$ cat src/rtl/fsirq_pkg.sv
package fsirq_pkg;

  localparam logic [31:0] MASK_OFFSET = 32'h0000_0018;
  localparam logic [31:0] PEEK_OFFSET = 32'h0000_001c;
  localparam logic [31:0] POP_OFFSET = 32'h0000_0020;
  localparam logic [31:0] FLAGS_OFFSET = 32'h0000_0014;
  localparam logic [31:0] MODE_OFFSET = 32'h0000_0024;

  localparam logic [31:0] MASK_RESET = 32'h0000_0000;
  localparam logic [31:0] STATUS_RESET = 32'h0000_0000;

  // Bits of the mask register that are implemented here
  localparam logic [31:0] MASK_IMPL = 32'h001c_fcfe;
  // Bits usable only as a device, only as a host
  localparam logic [31:0] DEV_ONLY = 32'h001c_fcc0;
  localparam logic [31:0] HOST_ONLY = 32'h0000_0020;

  localparam int BIT_ISO_IN_INC = 20;
  localparam int BIT_OUT_EP = 19;
  localparam int BIT_IN_EP = 18;
  localparam int BIT_EOPF = 15;
  localparam int BIT_ISO_DROP = 14;
  localparam int BIT_ENUM = 13;
  localparam int BIT_BUS_RST = 12;
  localparam int BIT_SUSP = 11;
  localparam int BIT_ESUSP = 10;
  localparam int BIT_GOUT_NAK = 7;
  localparam int BIT_GNPIN_NAK = 6;
  localparam int BIT_NPTXFE = 5;
  localparam int BIT_RXFNE = 4;
  localparam int BIT_SOF = 3;
  localparam int BIT_OTG = 2;
  localparam int BIT_MODE_FAULT = 1;

  localparam logic [1:0] HTRANS_NONSEQ = 2'h2;
  localparam logic [2:0] HSIZE_WORD = 3'h2;

  typedef struct packed {
    logic [31:0] addr;
    logic write;
    logic [2:0] size;
  } fsirq_addr_t;

endpackage

$ cat src/rtl/fsirq_core.sv
`timescale 1ns/10ps
// Function
// - Mask bit 20 gates iso IN incomplete interrupt, device mode only.
// - Mask bit 19 gates aggregated OUT endpoint interrupt, device mode only.
// - Mask bit 18 gates aggregated IN endpoint interrupt, device mode only.
// - Mask bit 15 gates end of periodic frame interrupt, device only.
// - Mask bit 14 gates iso OUT dropped interrupt, device mode only.
// - Mask bit 13 gates enumeration done interrupt, device mode only.
// - Mask bit 12 gates bus reset interrupt, device mode only.
// - Mask bit 11 gates bus suspend interrupt, device mode only.
// - Mask bit 10 gates early suspend interrupt, device mode only.
// - Mask bit 7 gates global OUT NAK effective interrupt, device only.
// - Mask bit 6 gates global non-periodic IN NAK interrupt, device only.
// - Mask bit 5 gates non-periodic transmit FIFO empty, host only.
// - Mask bit 4 gates receive FIFO non-empty, both modes.
// - Mask bit 3 gates start of frame, both modes.
// - Mask bit 2 gates dual-role event summary, both modes.
// - Mask bit 1 gates mode fault, both modes.
// - Peek register at 0x1c returns FIFO head, FIFO unchanged.
// - Pop register at 0x20 returns FIFO head and removes it.
// - Masking blocks only the output; the flag still sets.
// - A mask write with a wrong-mode bit set sets mode fault and has no other effect.
module fsirq_core #(
  parameter int ENTRY_W = 21,
  parameter int DEPTH = 8
) (
  input wire logic hclk,
  input wire logic hresetn,
  input wire logic clk_en,
  input wire logic hsel,
  input wire logic [31:0] haddr,
  input wire logic [1:0] htrans,
  input wire logic hwrite,
  input wire logic [2:0] hsize,
  input wire logic [31:0] hwdata,
  input wire logic hready,
  output logic hreadyout,
  output logic hresp,
  output logic [31:0] hrdata,
  input wire logic host_mode,
  input wire logic [31:0] event_pulses,
  input wire logic rx_push,
  input wire logic [ENTRY_W-1:0] rx_entry,
  output logic rx_full,
  output logic irq
);

  localparam int AW = $clog2(DEPTH);

  logic [31:0] mask_reg;
  logic [31:0] flags_reg;
  logic [ENTRY_W-1:0] fifo_mem [DEPTH];
  logic [AW-1:0] wr_ptr_reg;
  logic [AW-1:0] rd_ptr_reg;
  logic [AW:0] count_reg;
  logic [31:0] hrdata_reg;
  logic mode_sync1_reg;
  logic mode_sync2_reg;
  logic aph_valid_reg;
  fsirq_pkg::fsirq_addr_t aph_reg;

  logic rx_empty;
  logic fault_now;
  logic do_write;
  logic do_pop;
  logic do_push;
  logic [31:0] allowed_bits;
  logic [31:0] head_word;
  logic [31:0] flags_set;
  logic [31:0] flags_clr;

  // Writes of bits usable only in the other mode are dropped
  function automatic logic [31:0] mode_allowed(input logic is_host);
    mode_allowed = is_host ? (fsirq_pkg::MASK_IMPL & ~fsirq_pkg::DEV_ONLY)
                           : (fsirq_pkg::MASK_IMPL & ~fsirq_pkg::HOST_ONLY);
  endfunction

  assign hreadyout = 1'b1;
  assign hresp = 1'b0;
  assign hrdata = hrdata_reg;
  assign rx_empty = (count_reg == '0);
  assign rx_full = (count_reg == (AW+1)'(DEPTH));
  assign head_word = rx_empty ? fsirq_pkg::STATUS_RESET
                              : 32'(fifo_mem[rd_ptr_reg]);
  assign allowed_bits = mode_allowed(mode_sync2_reg);

  // Mode pin comes from the protocol engine clocked elsewhere
  always_ff @(posedge hclk or negedge hresetn) begin
    if (!hresetn) begin
      mode_sync1_reg <= 1'b0;
      mode_sync2_reg <= 1'b0;
    end else if (clk_en) begin
      mode_sync1_reg <= host_mode;
      mode_sync2_reg <= mode_sync1_reg;
    end
  end

  // Address phase capture
  always_ff @(posedge hclk or negedge hresetn) begin
    if (!hresetn) begin
      aph_valid_reg <= 1'b0;
      aph_reg <= '0;
    end else if (clk_en && hready) begin
      aph_valid_reg <= hsel && htrans[1];
      aph_reg <= '{addr: haddr, write: hwrite, size: hsize};
    end
  end

  assign do_write = clk_en && aph_valid_reg && aph_reg.write
                    && aph_reg.addr == fsirq_pkg::MASK_OFFSET;
  // Writing a bit of the wrong mode counts as a faulting access
  assign fault_now = do_write && |(hwdata & fsirq_pkg::MASK_IMPL & ~allowed_bits);
  assign do_pop = clk_en && aph_valid_reg && !aph_reg.write
                  && aph_reg.addr == fsirq_pkg::POP_OFFSET && !rx_empty;
  assign do_push = clk_en && rx_push && !rx_full;

  // Only implemented, mode-legal bits change; reserved bits stay zero
  always_ff @(posedge hclk or negedge hresetn) begin
    if (!hresetn) begin
      mask_reg <= fsirq_pkg::MASK_RESET;
    end else if (do_write && !fault_now) begin
      mask_reg <= (mask_reg & ~allowed_bits) | (hwdata & allowed_bits);
    end
  end

  // Flags set regardless of mask; set wins over a write-one clear
  always_comb begin
    flags_set = event_pulses & fsirq_pkg::MASK_IMPL;
    // A mode-fault event from the engine and a faulting write both raise the flag
    flags_set[fsirq_pkg::BIT_MODE_FAULT] = event_pulses[fsirq_pkg::BIT_MODE_FAULT]
                                           | fault_now;
    flags_set[fsirq_pkg::BIT_RXFNE] = 1'b0;
    flags_clr = '0;
    if (clk_en && aph_valid_reg && aph_reg.write
        && aph_reg.addr == fsirq_pkg::FLAGS_OFFSET) begin
      flags_clr = hwdata;
    end
  end

  always_ff @(posedge hclk or negedge hresetn) begin
    if (!hresetn) begin
      flags_reg <= fsirq_pkg::STATUS_RESET;
    end else if (clk_en) begin
      flags_reg <= (flags_reg & ~flags_clr) | flags_set;
    end
  end

  always_ff @(posedge hclk) begin
    if (do_push) begin
      fifo_mem[wr_ptr_reg] <= rx_entry;
    end
  end

  always_ff @(posedge hclk or negedge hresetn) begin
    if (!hresetn) begin
      wr_ptr_reg <= '0;
      rd_ptr_reg <= '0;
      count_reg <= '0;
    end else begin
      if (do_push) begin
        wr_ptr_reg <= (wr_ptr_reg == AW'(DEPTH-1)) ? '0 : wr_ptr_reg + 1'b1;
      end
      if (do_pop) begin
        rd_ptr_reg <= (rd_ptr_reg == AW'(DEPTH-1)) ? '0 : rd_ptr_reg + 1'b1;
      end
      if (do_push && !do_pop) begin
        count_reg <= count_reg + 1'b1;
      end else if (do_pop && !do_push) begin
        count_reg <= count_reg - 1'b1;
      end
    end
  end

  // Read data registered at the edge ending the address phase, valid during the data phase
  always_ff @(posedge hclk or negedge hresetn) begin
    if (!hresetn) begin
      hrdata_reg <= '0;
    end else if (clk_en && hready) begin
      hrdata_reg <= '0;
      if (hsel && htrans[1] && !hwrite) begin
        unique case (haddr)
          fsirq_pkg::MASK_OFFSET: hrdata_reg <= mask_reg;
          fsirq_pkg::FLAGS_OFFSET: begin
            hrdata_reg <= flags_reg;
            hrdata_reg[fsirq_pkg::BIT_RXFNE] <= !rx_empty;
          end
          fsirq_pkg::PEEK_OFFSET: hrdata_reg <= head_word;
          fsirq_pkg::POP_OFFSET: hrdata_reg <= head_word;
          fsirq_pkg::MODE_OFFSET: hrdata_reg <= {31'h0, mode_sync2_reg};
          default: hrdata_reg <= '0;
        endcase
      end
    end
  end

  // Rx non-empty flag is live; mode-illegal enables contribute nothing
  always_comb begin
    logic [31:0] live;
    live = flags_reg;
    live[fsirq_pkg::BIT_RXFNE] = !rx_empty;
    irq = |(live & mask_reg & allowed_bits);
  end

endmodule

$ cat config.mk
export PLATFORM = sky130hd
export DESIGN_NAME = fsirq_core
export DESIGN_NICKNAME = d
export VERILOG_FILES = /design/src/rtl/fsirq_pkg.sv /design/src/rtl/fsirq_core.sv
export SDC_FILE = /design/constraint.sdc
export NUM_CORES = 1
export LEC_CHECK = 0
export BUFFER_PORTS_ARGS = -buffer_cell sky130_fd_sc_hd__buf_2
export CORE_MARGIN = 2
export CORE_UTILIZATION = 50
export DETAILED_ROUTE_END_ITERATION = 12
export GPL_ROUTABILITY_DRIVEN = 0
export GPL_TIMING_DRIVEN = 0
export PLACE_DENSITY = 0.71
export SYNTH_ARGS = -nofsm -noshare
export SYNTH_HDL_FRONTEND = slang
export SYNTH_SLANG_ARGS = --single-unit
$ cat constraint.sdc
create_clock -name hclk -period 10.2 [get_ports hclk]
set_input_delay 3.06 -clock hclk [delete_from_list [all_inputs] [get_ports hclk]]
set_output_delay 3.06 -clock hclk [all_outputs]
set_load 0.05 [all_outputs]
==> flow_metrics.env <==
export IMPL_drive_above_1_share_pct=35.0
export IMPL_via_count=7390
export IMPL_period_share_pct=52.0
export IMPL_routed_wl_um=28200
export IMPL_cts_resized=0
export IMPL_die_width_um=159
export IMPL_die_h_um=159
export IMPL_tritoncts="yes"
export IMPL_setup_viol=0
export IMPL_holdCritPathClass="flop to flop"
export IMPL_arrival_ns=2.25
export IMPL_antenna_found_initial=3
export IMPL_grt_ovfl_total=0
export IMPL_place_inst=1200
export IMPL_synthFlopType="edfxtp_1"
export IMPL_tightestPinTransition_ns=0.934
export IMPL_largest_reg_flops=168
export IMPL_rows=56
export IMPL_syn2layout_area_growth_pct=19.5
export IMPL_dieArea_sq_mm=0.0252
export IMPL_synth_top_area_share_pct=42.1
export IMPL_ys_seq_area_share_pct=68.3
export IMPL_synth_cells=724
export IMPL_ctsHoldBuffers=0
export IMPL_root_buffer="clkbuf_16"
export IMPL_nNetsFinal=1050
export IMPL_cp_data_required_time_ns=7.14
export IMPL_syn_num_nets=862
export IMPL_clock_sinks=293
export IMPL_synth_warnings=0
export IMPL_slew_headroom_pct=37.7
export IMPL_grt_max_degree=73
export IMPL_first_global_vias=7601
export IMPL_io_buffers=142
export IMPL_remaining_drc_errors=0
export IMPL_first_pass_iters=5
export IMPL_slew_violations=0
export IMPL_instances_no_fill=1256
export IMPL_grt_pass1_wl_um=44400
export IMPL_coreArea_sq_mm=0.0235
export IMPL_path_clk_slew_ns=0.06
export IMPL_ir_worst_vdd_v=0.000112
export IMPL_rsz0062_at_grt="no"
export IMPL_routedWlPerCell_um=22.5
export IMPL_synth_edf_count=168
export IMPL_viasPerCell=5.88
export IMPL_critPathKind="flop to output pin"
export IMPL_finalHoldViolations=0
export IMPL_fin_ws_ns=4.89
export IMPL_hpwl_um=20100
export IMPL_end_kind="output pin"
export IMPL_ios=166
export IMPL_async_flop_share_pct=42.7
export IMPL_min_period_ns=5.31
export IMPL_cts_setup_buffers=0
export IMPL_start_util_pct=51.0
export IMPL_crit_chain="or4_1 > a211o_1 > buf_2"
export IMPL_netlist_area_sq_mm=0.0120
export IMPL_syn_avg_cell_area_sq_um=16.5
export IMPL_clock_latency_ns=0.57
export IMPL_setup_tns_final_ns=0
export IMPL_synth_top_cell_by_area="edfxtp_1"
export IMPL_max_cap_violations=0
export IMPL_track_usage_pct=22.5
export IMPL_crit_fanout=5
export IMPL_startpoint_type="flop"
export IMPL_powerDensity_mw_per_mm2=189
export IMPL_outcome="complete, no violations"
export IMPL_max_stage_delay_ns=0.67
export IMPL_power_leakage_nw=5.40
export IMPL_place_ws_ns=4.47
export IMPL_numCtsBuffers=29
export IMPL_max_freq_ghz=0.188
export IMPL_ys_seq_elements=293
export IMPL_fin_worst_skew_ns=0.0213
export IMPL_clock_path_buffers=3
export IMPL_yosys_top_cells_area="edfxtp_1 42%, dfrtp_1 26%, mux2_2 5.8%, mux4_2 4.9%, mux2i_1 2.8%"
export IMPL_drt_iter0_drc=695
export IMPL_final_antenna_net_count=0
export IMPL_yosys_cell_types_count=56
export IMPL_p_total_mw=2.70
export IMPL_htree_levels=1
export IMPL_crit_slowest_cell="or4_1"
-- synth_stat cells, types with 4 or more instances --
library cell,number
edfxtp_1,168
dfrtp_1,125
mux2_2,62
mux2i_1,33
a22oi_1,31
mux4_2,26
nand2_1,26
a221o_1,18
a222oi_1,18
clkbuf_1,18
nor4_1,18
a21boi_0,16
nor2b_1,16
o211ai_1,15
a22o_1,13
nor2_1,11
buf_2,9
and4_1,8
nor3_1,8
ha_1,7
buf_4,6
buf_1,5
nor4b_1,5
inv_1,4
nand2b_1,4
nand3_1,4
nand3b_1,4
-- metrics by stage --
step,area [sq um],hold WS (ns),util [%]
final,14300,0.483,60.9
after detailed placement,13300,0.470,56.7
after global placement,13100,0.463,55.7
after CTS,14300,0.479,60.9
after floorplan,12000,0.441,-
after global routing,14300,0.497,60.9
-- path summary, 6_finish.rpt --
kind	end	start	cells past startpoint	slack [ns]
min	hrdata[22]	flags_reg[22]	1	0.48
min in group asynchronous	aph_reg[15]	hresetn	1	2.45
max	irq	count_reg[0]	3	4.89
max in group asynchronous	asynchronous set/reset pin	hresetn	2	7.02
min reg2reg	hrdata[22]	flags_reg[22]	1	0.48
max reg2reg	count_reg[3]	aph_reg[18]	11	7.13
-- cells by family (layout without fill, tap and decap cells) --
logic type / count (synthesis) / in the layout / synth area share [%]
flip-flops: 293 / 293 / 68.3
AO/OA/AOI/OAI: 129 / 129 / 8.92
AND/OR/NAND/NOR: 125 / 125 / 6.45
multiplexers: 121 / 121 / 13.5
buffers and inverters: 43 / 254 / 1.69
adder cells (fa/ha/maj): 8 / 8 / 0.899
XOR/XNOR: 3 / 3 / 0.220
other: 2 / 4 / 0.0627
-- layout by cell type, fill, tap and decap left out, types with 7 or more instances in the layout --
cell type / Yosys / routed
a21boi_0: 16 / 16
a221o_1: 18 / 18
a222oi_1: 18 / 18
a22o_1: 13 / 13
a22oi_1: 31 / 31
and4_1: 8 / 8
buf_2: 9 / 150
buf_4: 6 / 9
buf_6: 1 / 8
clkbuf_1: 18 / 20
clkbuf_16: 0 / 29
clkbuf_8: 0 / 8
dfrtp_1: 125 / 125
edfxtp_1: 168 / 168
ha_1: 7 / 7
mux2_2: 62 / 62
mux2i_1: 33 / 33
mux4_2: 26 / 26
nand2_1: 26 / 26
nor2_1: 11 / 8
nor2b_1: 16 / 16
nor4_1: 18 / 17
o211ai_1: 15 / 15
-- critical path, delay by kind of cell, from the launching register on --
family	cells	cell delay [ns]
simple gates	1	0.67
flops	1	0.45
compound gates	1	0.34
buf+inv	1	0.22
-- routing by layer --
layer / part of all wire (%) / vias to the layer above / global-route usage [%]
met4: 2.2 / 2 / 6.26
met1: 43 / 3771 / 31.1
li1: - / 3311 / -
met2: 48 / 257 / 37.3
met3: 6.1 / 49 / 3.68
met5: 0.046 / - / 0
-- layout make-up --
cell class | instances | area, sq um
clock buffer | 42 | 866
inverter | 4 | 15.0
fill | 1735 | 9170
clock inverter | 12 | 118
tap | 319 | 399
buffer | 39 | 188
sequential | 293 | 8170
multi-input combinational | 388 | 3630
antenna | 2 | 5.00
timing repair buffer | 157 | 910
-- report_power, final --
part	internal [mW]	total (mW)	leakage (nW)	switching, mW
Sequential	1.34	1.39	3.09	0.0494
Clock	0.619	1.07	0.477	0.454
Combinational	0.0999	0.230	1.83	0.130
(Power assumes the default switching activity.)
